==> src/ibc_pkg.sv <==
// Overview of operation
// - transfers are whole bytes, shifted most significant bit first.
// - each unit is nine clocks: eight data bits then one acknowledge bit.
// - after the eighth falling clock the sender releases data, samples ack.
// - master makes the clock; data changes while low, sampled on rise.
// - with module enabled, both pins act as open-drain only.
// - pin output value is fixed at zero; pins only pull low or release.
// - hold select keeps data valid at least 300 ns after clock falls.
// - start is data falling while clock high; bus becomes active.
// - generating a start with data already low flags a bus collision.
// - stop is data rising while clock high.
// - stop counts only after one clock low period followed the start.
// - repeated start is accepted wherever a stop would be valid.
// - repeated start resets slave logic and expects an address byte.
// - ten-bit read needs restart plus high byte with read bit set.
// - ten-bit full write match sets prior-match until stop or mismatch.
// - start and stop interrupt enables raise events in plain slave modes.
// - in start/stop reporting modes those enables change nothing.
// - data sampled low while driving an expected high is a collision.
// - bus idle only with no master and both lines high.
// - any party may hold clock low; clock source waits for release.
// - after a read address the slave supplies bytes until a byte is not acknowledged, or restart/stop.
// - ten-bit first byte matches 11110, two upper bits, then zero.
// - direction bit one means master reads, zero means master writes.
package ibc_pkg;

  localparam int CLK_MHZ        = 40;
  localparam int HOLD_LONG_NS   = 300;
  localparam int HOLD_SHORT_NS  = 100;
  localparam int HOLD_LONG_CYC  = (HOLD_LONG_NS * CLK_MHZ + 999) / 1000;
  localparam int HOLD_SHORT_CYC = (HOLD_SHORT_NS * CLK_MHZ + 999) / 1000;
  localparam logic [3:0] HOLD_LONG  = 4'(HOLD_LONG_CYC);
  localparam logic [3:0] HOLD_SHORT = 4'(HOLD_SHORT_CYC);
  localparam logic [3:0] BITS_PER_BYTE = 4'h8;
  localparam logic [4:0] TEN_BIT_PREFIX = 5'h1e;
  localparam int DATA_W     = 8;
  localparam int FIFO_DEPTH = 8;
  localparam int MODE_TEN_BIT = 0;
  localparam int MODE_SP_IRQ  = 1;

  typedef enum logic [1:0] {
    MODE_S7    = 2'b00,
    MODE_S10   = 2'b01,
    MODE_S7_SP = 2'b10,
    MODE_S10_SP = 2'b11
  } ibc_mode_e;

  typedef enum logic [2:0] {
    ST_IDLE    = 3'b000,
    ST_ADDR    = 3'b001,
    ST_ADDR_LO = 3'b010,
    ST_RX      = 3'b011,
    ST_TX      = 3'b100,
    ST_IGNORE  = 3'b101
  } ibc_state_e;

  typedef struct packed {
    logic       serial_port_enable;
    ibc_mode_e  mode;
    logic       data_hold_select;
    logic       start_irq_enable;
    logic       stop_irq_enable;
    logic [9:0] slave_address_reg;
  } ibc_ctrl_s;

  typedef struct packed {
    logic bus_idle;
    logic addressed;
    logic read_mode;
    logic prior_match;
  } ibc_stat_s;

  typedef struct packed {
    logic req;
    logic now;
    logic low;
  } ibc_drv_s;

  localparam ibc_drv_s DRV_NONE     = 3'b000;
  localparam ibc_drv_s DRV_HOLD_REL = 3'b100;
  localparam ibc_drv_s DRV_HOLD_LOW = 3'b101;
  localparam ibc_drv_s DRV_NOW_REL  = 3'b110;
  localparam ibc_drv_s DRV_NOW_LOW  = 3'b111;

endpackage : ibc_pkg

==> src/ibc_core.sv <==
`timescale 1ns/1ps
module ibc_fifo #(
  parameter int W     = 8,
  parameter int DEPTH = 8
) (
  // clock and reset
  input  wire logic         clk,
  input  wire logic         nrst,
  // fill side
  input  wire logic         in_valid,
  output logic              in_ready,
  input  wire logic [W-1:0] in_data,
  // drain side
  output logic              out_valid,
  input  wire logic         out_ready,
  output logic [W-1:0]      out_data
);
  localparam int AW = $clog2(DEPTH);

  logic [W-1:0] mem_ff [DEPTH];
  logic [AW:0]  wr_ff;
  logic [AW:0]  rd_ff;

  assign in_ready  = !((wr_ff[AW] != rd_ff[AW]) &&
                       (wr_ff[AW-1:0] == rd_ff[AW-1:0]));
  assign out_valid = (wr_ff != rd_ff);
  assign out_data  = mem_ff[rd_ff[AW-1:0]];

  always_ff @(posedge clk) begin
    if (in_valid && in_ready) begin
      mem_ff[wr_ff[AW-1:0]] <= in_data;
    end
  end

  always_ff @(posedge clk or negedge nrst) begin
    if (!nrst) begin
      wr_ff <= '0;
      rd_ff <= '0;
    end else begin
      if (in_valid && in_ready) begin
        wr_ff <= wr_ff + 1'b1;
      end
      if (out_valid && out_ready) begin
        rd_ff <= rd_ff + 1'b1;
      end
    end
  end

endmodule : ibc_fifo

module ibc_core (
  // clock and reset
  input  wire logic              clk,
  input  wire logic              nrst,
  // bus pins
  input  wire logic              scl_i,
  output logic                   scl_o,
  output logic                   scl_oe,
  input  wire logic              sda_i,
  output logic                   sda_o,
  output logic                   sda_oe,
  // control
  input  wire ibc_pkg::ibc_ctrl_s ctrl,
  input  wire logic              start_request,
  // status and events
  output ibc_pkg::ibc_stat_s     stat,
  output logic                   start_seen,
  output logic                   stop_seen,
  output logic                   cond_irq,
  output logic                   bus_collision,
  // received data
  output logic                   rx_valid,
  input  wire logic              rx_ready,
  output logic [7:0]             rx_data,
  // transmit data
  input  wire logic              tx_valid,
  output logic                   tx_ready,
  input  wire logic [7:0]        tx_data
);

  logic                scl_meta_ff;
  logic                scl_sync_ff;
  logic                sda_meta_ff;
  logic                sda_sync_ff;
  logic                scl_prev_ff;
  logic                sda_prev_ff;
  ibc_pkg::ibc_state_e state_ff;
  logic [3:0]          bit_cnt_ff;
  logic                ack_phase_ff;
  logic [7:0]          rx_sr_ff;
  logic [7:0]          tx_sr_ff;
  logic                rw_ff;
  logic                prior_ff;
  logic                tx_go_ff;
  logic                acked_ff;
  logic                wait_push_ff;
  logic                wait_tx_ff;
  logic                scl_hold_ff;
  ibc_pkg::ibc_drv_s   drv_ff;
  logic                sda_drv_ff;
  logic [3:0]          hold_cnt_ff;
  logic                hold_low_ff;
  logic                active_ff;
  logic                low_seen_ff;
  logic                idle_ff;
  logic                start_seen_ff;
  logic                stop_seen_ff;
  logic                cond_irq_ff;
  logic                bcol_ff;
  logic                gen_ff;
  logic [4:0]          since_fall_ff;
  logic                en;
  logic                sp_mode;
  logic                ten_bit;
  logic                scl_rise;
  logic                scl_fall;
  logic                start_det;
  logic                stop_det;
  logic                busy;
  logic                in_tx;
  logic                byte_done;
  logic                ack_done;
  logic                coll_tx;
  logic                start_ok;
  logic                load_tx;
  logic                fifo_in_valid;
  logic                fifo_in_ready;
  logic                drv_now;
  logic [3:0]          hold_cyc;

  // input synchronisers and edge history
  always_ff @(posedge clk or negedge nrst) begin
    if (!nrst) begin
      scl_meta_ff <= 1'b1;
      scl_sync_ff <= 1'b1;
      sda_meta_ff <= 1'b1;
      sda_sync_ff <= 1'b1;
      scl_prev_ff <= 1'b1;
      sda_prev_ff <= 1'b1;
    end else begin
      scl_meta_ff <= scl_i;
      scl_sync_ff <= scl_meta_ff;
      sda_meta_ff <= sda_i;
      sda_sync_ff <= sda_meta_ff;
      scl_prev_ff <= scl_sync_ff;
      sda_prev_ff <= sda_sync_ff;
    end
  end

  // bus events
  assign en        = ctrl.serial_port_enable;
  assign sp_mode   = ctrl.mode[ibc_pkg::MODE_SP_IRQ];
  assign ten_bit   = ctrl.mode[ibc_pkg::MODE_TEN_BIT];
  assign scl_rise  = scl_sync_ff & ~scl_prev_ff;
  assign scl_fall  = ~scl_sync_ff & scl_prev_ff;
  assign start_det = en & scl_sync_ff & scl_prev_ff &
                     sda_prev_ff & ~sda_sync_ff;
  assign stop_det  = en & scl_sync_ff & scl_prev_ff & ~sda_prev_ff &
                     sda_sync_ff & low_seen_ff;
  assign busy      = (state_ff != ibc_pkg::ST_IDLE) &&
                     (state_ff != ibc_pkg::ST_IGNORE);
  assign in_tx     = (state_ff == ibc_pkg::ST_TX);
  assign byte_done = scl_fall & busy & ~ack_phase_ff &
                     (bit_cnt_ff == ibc_pkg::BITS_PER_BYTE);
  assign ack_done  = scl_fall & busy & ack_phase_ff;
  assign coll_tx   = in_tx & scl_rise & ~ack_phase_ff & tx_sr_ff[7] &
                     (bit_cnt_ff < ibc_pkg::BITS_PER_BYTE) &
                     ~sda_sync_ff;
  assign start_ok  = en & start_request & ~gen_ff & ~active_ff;
  assign load_tx   = ack_done & in_tx & (tx_go_ff | acked_ff);
  assign tx_ready  = en & ~start_det & ~stop_det & ~coll_tx &
                     (load_tx | wait_tx_ff);
  assign fifo_in_valid = en & ~start_det & ~stop_det &
                         ((byte_done & (state_ff == ibc_pkg::ST_RX)) |
                          wait_push_ff);
  assign drv_now   = drv_ff.now;
  assign hold_cyc  = ctrl.data_hold_select ? ibc_pkg::HOLD_LONG
                                           : ibc_pkg::HOLD_SHORT;

  // pins: open drain, value always zero
  assign scl_o  = 1'b0;
  assign sda_o  = 1'b0;
  assign scl_oe = en & scl_hold_ff;
  assign sda_oe = en & (sda_drv_ff | gen_ff);

  assign stat.bus_idle    = idle_ff;
  assign stat.addressed   = busy & (state_ff != ibc_pkg::ST_ADDR);
  assign stat.read_mode   = rw_ff;
  assign stat.prior_match = prior_ff;
  assign start_seen       = start_seen_ff;
  assign stop_seen        = stop_seen_ff;
  assign cond_irq         = cond_irq_ff;
  assign bus_collision    = bcol_ff;

  // byte engine and slave state machine
  always_ff @(posedge clk or negedge nrst) begin
    if (!nrst) begin
      state_ff     <= ibc_pkg::ST_IDLE;
      bit_cnt_ff   <= 4'h0;
      ack_phase_ff <= 1'b0;
      rx_sr_ff     <= 8'h00;
      tx_sr_ff     <= 8'h00;
      rw_ff        <= 1'b0;
      prior_ff     <= 1'b0;
      tx_go_ff     <= 1'b0;
      acked_ff     <= 1'b0;
      wait_push_ff <= 1'b0;
      wait_tx_ff   <= 1'b0;
      scl_hold_ff  <= 1'b0;
      drv_ff       <= ibc_pkg::DRV_NONE;
    end else begin
      drv_ff <= ibc_pkg::DRV_NONE;
      if (!en || start_det || stop_det) begin
        state_ff     <= start_det ? ibc_pkg::ST_ADDR
                                  : ibc_pkg::ST_IDLE;
        bit_cnt_ff   <= 4'h0;
        ack_phase_ff <= 1'b0;
        tx_go_ff     <= 1'b0;
        wait_push_ff <= 1'b0;
        wait_tx_ff   <= 1'b0;
        scl_hold_ff  <= 1'b0;
        drv_ff       <= ibc_pkg::DRV_NOW_REL;
        if (!start_det) begin
          prior_ff <= 1'b0;
        end
      end else if (coll_tx) begin
        state_ff <= ibc_pkg::ST_IGNORE;
        drv_ff   <= ibc_pkg::DRV_NOW_REL;
      end else begin
        if (scl_rise && busy && !ack_phase_ff &&
            bit_cnt_ff < ibc_pkg::BITS_PER_BYTE) begin
          rx_sr_ff   <= {rx_sr_ff[6:0], sda_sync_ff};
          bit_cnt_ff <= bit_cnt_ff + 4'h1;
        end
        if (scl_rise && ack_phase_ff && in_tx) begin
          acked_ff <= ~sda_sync_ff;
        end
        if (scl_fall && in_tx && !ack_phase_ff && bit_cnt_ff != 4'h0 &&
            bit_cnt_ff < ibc_pkg::BITS_PER_BYTE) begin
          tx_sr_ff <= {tx_sr_ff[6:0], 1'b0};
          drv_ff   <= tx_sr_ff[6] ? ibc_pkg::DRV_HOLD_REL
                                  : ibc_pkg::DRV_HOLD_LOW;
        end
        if (byte_done) begin
          ack_phase_ff <= 1'b1;
          case (state_ff)
            ibc_pkg::ST_ADDR: begin
              if (ten_bit) begin
                if (rx_sr_ff[7:3] == ibc_pkg::TEN_BIT_PREFIX &&
                    rx_sr_ff[2:1] == ctrl.slave_address_reg[9:8]) begin
                  if (!rx_sr_ff[0]) begin
                    prior_ff <= 1'b0;
                    state_ff <= ibc_pkg::ST_ADDR_LO;
                    drv_ff   <= ibc_pkg::DRV_HOLD_LOW;
                  end else if (prior_ff) begin
                    rw_ff    <= 1'b1;
                    tx_go_ff <= 1'b1;
                    state_ff <= ibc_pkg::ST_TX;
                    drv_ff   <= ibc_pkg::DRV_HOLD_LOW;
                  end else begin
                    state_ff <= ibc_pkg::ST_IGNORE;
                  end
                end else begin
                  prior_ff <= 1'b0;
                  state_ff <= ibc_pkg::ST_IGNORE;
                end
              end else if (rx_sr_ff[7:1] ==
                           ctrl.slave_address_reg[6:0]) begin
                rw_ff    <= rx_sr_ff[0];
                tx_go_ff <= rx_sr_ff[0];
                state_ff <= rx_sr_ff[0] ? ibc_pkg::ST_TX
                                        : ibc_pkg::ST_RX;
                drv_ff   <= ibc_pkg::DRV_HOLD_LOW;
              end else begin
                state_ff <= ibc_pkg::ST_IGNORE;
              end
            end
            ibc_pkg::ST_ADDR_LO: begin
              if (rx_sr_ff == ctrl.slave_address_reg[7:0]) begin
                prior_ff <= 1'b1;
                rw_ff    <= 1'b0;
                state_ff <= ibc_pkg::ST_RX;
                drv_ff   <= ibc_pkg::DRV_HOLD_LOW;
              end else begin
                state_ff <= ibc_pkg::ST_IGNORE;
              end
            end
            ibc_pkg::ST_RX: begin
              if (fifo_in_ready) begin
                drv_ff <= ibc_pkg::DRV_HOLD_LOW;
              end else begin
                wait_push_ff <= 1'b1;
                scl_hold_ff  <= 1'b1;
              end
            end
            ibc_pkg::ST_TX: begin
              drv_ff <= ibc_pkg::DRV_HOLD_REL;
            end
            default: begin
              state_ff <= ibc_pkg::ST_IGNORE;
            end
          endcase
        end
        if (ack_done) begin
          ack_phase_ff <= 1'b0;
          bit_cnt_ff   <= 4'h0;
          tx_go_ff     <= 1'b0;
          drv_ff       <= ibc_pkg::DRV_HOLD_REL;
          if (in_tx && !(tx_go_ff || acked_ff)) begin
            state_ff <= ibc_pkg::ST_IGNORE;
          end else if (load_tx) begin
            if (tx_valid) begin
              tx_sr_ff <= tx_data;
              drv_ff   <= tx_data[7] ? ibc_pkg::DRV_HOLD_REL
                                     : ibc_pkg::DRV_HOLD_LOW;
            end else begin
              wait_tx_ff  <= 1'b1;
              scl_hold_ff <= 1'b1;
            end
          end
        end
        if (wait_tx_ff && tx_valid) begin
          tx_sr_ff    <= tx_data;
          drv_ff      <= tx_data[7] ? ibc_pkg::DRV_NOW_REL
                                    : ibc_pkg::DRV_NOW_LOW;
          wait_tx_ff  <= 1'b0;
          scl_hold_ff <= 1'b0;
        end
        if (wait_push_ff && fifo_in_ready) begin
          drv_ff       <= ibc_pkg::DRV_NOW_LOW;
          wait_push_ff <= 1'b0;
          scl_hold_ff  <= 1'b0;
        end
      end
    end
  end

  // data line drive with selectable hold
  always_ff @(posedge clk or negedge nrst) begin
    if (!nrst) begin
      sda_drv_ff  <= 1'b0;
      hold_cnt_ff <= 4'h0;
      hold_low_ff <= 1'b0;
    end else if (!en) begin
      sda_drv_ff  <= 1'b0;
      hold_cnt_ff <= 4'h0;
    end else if (drv_ff.req) begin
      if (drv_ff.now) begin
        sda_drv_ff  <= drv_ff.low;
        hold_cnt_ff <= 4'h0;
      end else begin
        hold_cnt_ff <= hold_cyc;
        hold_low_ff <= drv_ff.low;
      end
    end else if (hold_cnt_ff != 4'h0) begin
      hold_cnt_ff <= hold_cnt_ff - 4'h1;
      if (hold_cnt_ff == 4'h1) begin
        sda_drv_ff <= hold_low_ff;
      end
    end
  end

  // bus state and condition events
  always_ff @(posedge clk or negedge nrst) begin
    if (!nrst) begin
      active_ff     <= 1'b0;
      low_seen_ff   <= 1'b0;
      idle_ff       <= 1'b1;
      start_seen_ff <= 1'b0;
      stop_seen_ff  <= 1'b0;
      cond_irq_ff   <= 1'b0;
    end else begin
      start_seen_ff <= start_det;
      stop_seen_ff  <= stop_det;
      cond_irq_ff   <= (start_det & (sp_mode | ctrl.start_irq_enable)) |
                       (stop_det & (sp_mode | ctrl.stop_irq_enable));
      idle_ff <= ~active_ff & scl_sync_ff & sda_sync_ff;
      if (!en || stop_det) begin
        active_ff   <= 1'b0;
        low_seen_ff <= 1'b0;
      end else if (start_det) begin
        active_ff   <= 1'b1;
        low_seen_ff <= 1'b0;
      end else if (scl_fall && active_ff) begin
        low_seen_ff <= 1'b1;
      end
    end
  end

  // start generation and collision
  always_ff @(posedge clk or negedge nrst) begin
    if (!nrst) begin
      gen_ff  <= 1'b0;
      bcol_ff <= 1'b0;
    end else begin
      bcol_ff <= coll_tx | (start_ok & ~sda_sync_ff);
      if (!en || scl_fall) begin
        gen_ff <= 1'b0;
      end else if (start_ok && sda_sync_ff) begin
        gen_ff <= 1'b1;
      end
    end
  end

  // received bytes buffer
  ibc_fifo #(
    .W     (ibc_pkg::DATA_W),
    .DEPTH (ibc_pkg::FIFO_DEPTH)
  ) u_rx_fifo (
    .clk       (clk),
    .nrst      (nrst),
    .in_valid  (fifo_in_valid),
    .in_ready  (fifo_in_ready),
    .in_data   (rx_sr_ff),
    .out_valid (rx_valid),
    .out_ready (rx_ready),
    .out_data  (rx_data)
  );

  // cycles since the last clock fall
  always_ff @(posedge clk or negedge nrst) begin
    if (!nrst) begin
      since_fall_ff <= 5'h1f;
    end else if (scl_fall) begin
      since_fall_ff <= 5'h00;
    end else if (since_fall_ff != 5'h1f) begin
      since_fall_ff <= since_fall_ff + 5'h01;
    end
  end
endmodule : ibc_core

==> config.mk <==
export PLATFORM = sky130hd
export DESIGN_NAME = ibc_core
export DESIGN_NICKNAME = d
export VERILOG_FILES = /design/src/ibc_pkg.sv /design/src/ibc_core.sv
export SDC_FILE = /design/constraint.sdc
export NUM_CORES = 1
export LEC_CHECK = 0
export ABC_CLOCK_PERIOD_IN_PS = 2700
export BUFFER_PORTS_ARGS = -buffer_cell sky130_fd_sc_hd__buf_2
export CAP_MARGIN = 40
export CORE_MARGIN = 5
export CORE_UTILIZATION = 45
export CTS_BUF_LIST = sky130_fd_sc_hd__clkbuf_2 sky130_fd_sc_hd__clkbuf_4 sky130_fd_sc_hd__clkbuf_8
export DETAILED_ROUTE_END_ITERATION = 8
export PLACE_DENSITY_LB_ADDON = 0.3
export SLEW_MARGIN = 20
export SYNTH_ARGS = -nofsm -noshare
export SYNTH_HDL_FRONTEND = slang
export SYNTH_SLANG_ARGS = --single-unit
==> constraint.sdc <==
create_clock -name clk -period 2.7 [get_ports clk]
set_clock_uncertainty 0.1 [all_clocks]
set_input_delay 0.135 -clock clk [delete_from_list [all_inputs] [get_ports clk]]
set_output_delay 0.135 -clock clk [all_outputs]
set_load 0.02 [all_outputs]
==> flow_summary.yaml <==
status:
  status: "completed"
critical_path:
  end_kind: "flip-flop"
  crit_required_ps: 2920
  worst_path_most_repeated_cell: "dlygate4sd3_1"
  slowest_stage: "dlygate4sd3_1"
  path_buf_inv: 6
  max_stage_delay_ps: 570
  cp-start-kind: "primary input"
  path_class: "primary input to flip-flop"
  crit_arrival_ps: 2870
  crit_path_max_fanout: 11
  worstPathCellList: "dlygate4sd3_1 > clkbuf_4 > inv_1 > nor2_1 > nand4_1 > inv_1 > a22oi_1 > dlygate4sd3_1 > nand2_1 > dlygate4sd3_1"
  path_delay_family: "buffers and inverters"
yosys:
  synth_commonest_cells: "64 x edfxtp_1, 55 x dfrtp_1, 33 x nor2_1"
  seq_area_frac_synth: 0.590
  synth_top_area_frac: 0.325
  synth_edf_count: 64
  synth_cells: 434
  synth_flop_cell: "edfxtp_1"
  synth-seq-cells: 126
  synth.most_common_cell: "edfxtp_1"
  syn_area_um2: 5900
  async_flop_share: 0.492
  avgSynthCellArea_um2: 13.6
  yosys-top-cells-area: "edfxtp_1 33%, dfrtp_1 23%, mux4_2 6.1%"
  synth_warnings: 0
  yosysUniqueCellTypes: 71
  synth_top_area_cell: "edfxtp_1"
timing:
  rsz0062_at_grt: "yes"
  setup_viol: 0
  fmax_mhz: 377
  period_share: 0.983
  period_needed_ps: 2650
  tns_ps: 0
  slew_violations: 0
  worst_pin_slew_ps: 679
  hold_violations: 0
  max_slew_margin: 0.543
cts:
  postCtsSetupRepairBufs: 0
  cts_tree: "yes"
  numClockSinks: 126
  clk_latency_ps: 430
  htreeDepth: 4
  clkTransAtPathRegs_ps: 70
  root_buffer: "clkbuf_8"
  cts_inserted_buffers: 17
  clock_path_buffers: 2
cells_and_area:
  synthToLayoutAreaGrowth_pct: 19.1
  seq_area_um2: 3480
  final.fill_count: 1092
  multi_input_area_um2: 2260
  final_nets: 564
  fin_cells: 712
  drive_gt1_frac: 0.306
  antennaDiodeCount: 0
flow_run:
  drv_cap: 0
power:
  cellInternalPower_uw: 2960
  switching_share: 0.237
  peakVddDrop_mv: 0.277
  seqPwrFrac: 0.531
  clock_power_share: 0.417
  comb_power_share: 0.052
  p_sw_uw: 920
  power_density_nw_per_um2: 551
  leakagePower_uw: 0.00295
hold_path:
  min_path_type: "primary input to flip-flop"
routing:
  routedWlPerCell_um: 17.2
  final_antenna_net_count: 0
  routed_wl_um: 12200
  vias: 3773
  firstDrtPassIters: 4
  drt-initial-drc-count: 274
  drc: 0
  viasPerCell: 5.30
floorplanning:
  fp.dieW_um: 125
  rows: 41
  io_pins: 53
  fp.dieH_um: 125
  die-area_um2: 15500
  design.core.area_um2: 12700
  initial_core_util: 0.464
grt:
  grt_max_degree: 33
  grt_pass1_vias: 3919
  overflow: 0
  grt_use_total: 0.167
  antenna_found_initial: 0
  grt_pass1_wl_um: 20600
placement:
  port_buffers: 50
  place_hpwl_um: 8740
  globalplace.congestion: 0.874
  dp_cells: 660
timing repair:
action,in CTS,in global routing
hold buffers,20,0
gates resized for setup,0,2
endpoints found under the setup margin,0,49
endpoints found under the hold margin,44,0
cells by family after synthesis:
logic type                 after synthesis  synth area share
other                                    1          0.000635
and+or+nand+nor                        128             0.122
muxes                                   50             0.127
AOI/OAI and AO/OA                       57            0.0744
buffers and inverters                   36            0.0290
adders and majority gates                6            0.0127
DFF                                    126             0.590
xor gates and xnor gates                30            0.0445
final timing paths:
kind                               end         from  slack [ps]  cells after the start
setup / recovery              cond_irq     ctrl[15]          50                     10
hold / removal                prior_ff     ctrl[13]         140                      5
setup reg to reg              cond_irq  sda_sync_ff         110                      7
hold reg to reg            scl_sync_ff  scl_meta_ff         260                      0
max in group asynchronous  rx_sr_ff[4]         nrst        1650                      3
min in group asynchronous  tx_sr_ff[0]         nrst         170                      2
registers in the layout, summed over array words and instances, names as in the netlist, 2 cells and up:
name,cells
bit_cnt_ff,4
drv_ff,2
hold_cnt_ff,4
rx_sr_ff,8
state_ff,3
tx_sr_ff,8
u_rx_fifo.mem_ff,64
u_rx_fifo.rd_ff,4
u_rx_fifo.wr_ff,4
layer usage:
metal	track usage	share of wire
met1	0.216	0.45
met2	0.277	0.50
met3	0.0386	0.037
met4	0.0554	0.013
met5	0	0
cell usage in the layout (no fill, tap or decap), types with 6 or more instances in the layout:
cell / Yosys / routed
nor4_1: 7 / 7
mux2_2: 18 / 18
buf_2: 5 / 49
dlygate4sd3_1: 0 / 20
mux2i_1: 7 / 7
a21oi_1: 12 / 12
nor2_1: 33 / 33
ha_1: 6 / 6
nand3_1: 10 / 10
buf_4: 6 / 23
nor3_1: 6 / 6
nand3b_1: 8 / 8
o21ai_0: 7 / 7
xnor2_1: 9 / 9
xor2_1: 21 / 21
dfrtp_1: 55 / 55
dfstp_2: 7 / 7
mux4_2: 16 / 16
inv_1: 16 / 16
and3_1: 6 / 6
clkbuf_8: 0 / 17
nand2_1: 19 / 19
edfxtp_1: 64 / 64
worst register-to-register path: stages, from the launching register on:
cell and delay, ps:
dfstp_2 640, nor2_1 80, nand4_1 210, inv_1 110, a22oi_1 180, dlygate4sd3_1 570, nand2_1 40, dlygate4sd3_1 540
metrics by stage:
step           hold slack [ps]  utilization  instance area [um2]  setup slack (ps)  total power, uW
2_1_floorplan             -261            -                 5910              77.1             2200
3_3_place_gp               122        0.506                 6430               228             2280
3_5_place_dp               120        0.506                 6430               172             2280
4_1_cts                    107        0.553                 7030              44.8             3910
5_1_grt                    137        0.553                 7030             -74.9             4040
6_report                   142        0.553                 7030              47.1             3880
cell type report:
cell class,count,area share
Tap cell,172,0.0306
Multi-Input combinational cell,273,0.321
Inverter,16,0.00854
Sequential cell,126,0.495
Clock buffer,17,0.0333
Clock inverter,15,0.0228
Timing Repair Buffer,93,0.0889
power groups by stage:
stage	sequential (uW)	combinational (uW)	clock, uW
after floorplan	2090	105	0
after detailed placement	2100	181	0
final	2060	201	1620
after global placement	2100	177	0
after global routing	2060	226	1750
after CTS	2060	202	1650
(Power assumes the default switching activity.)
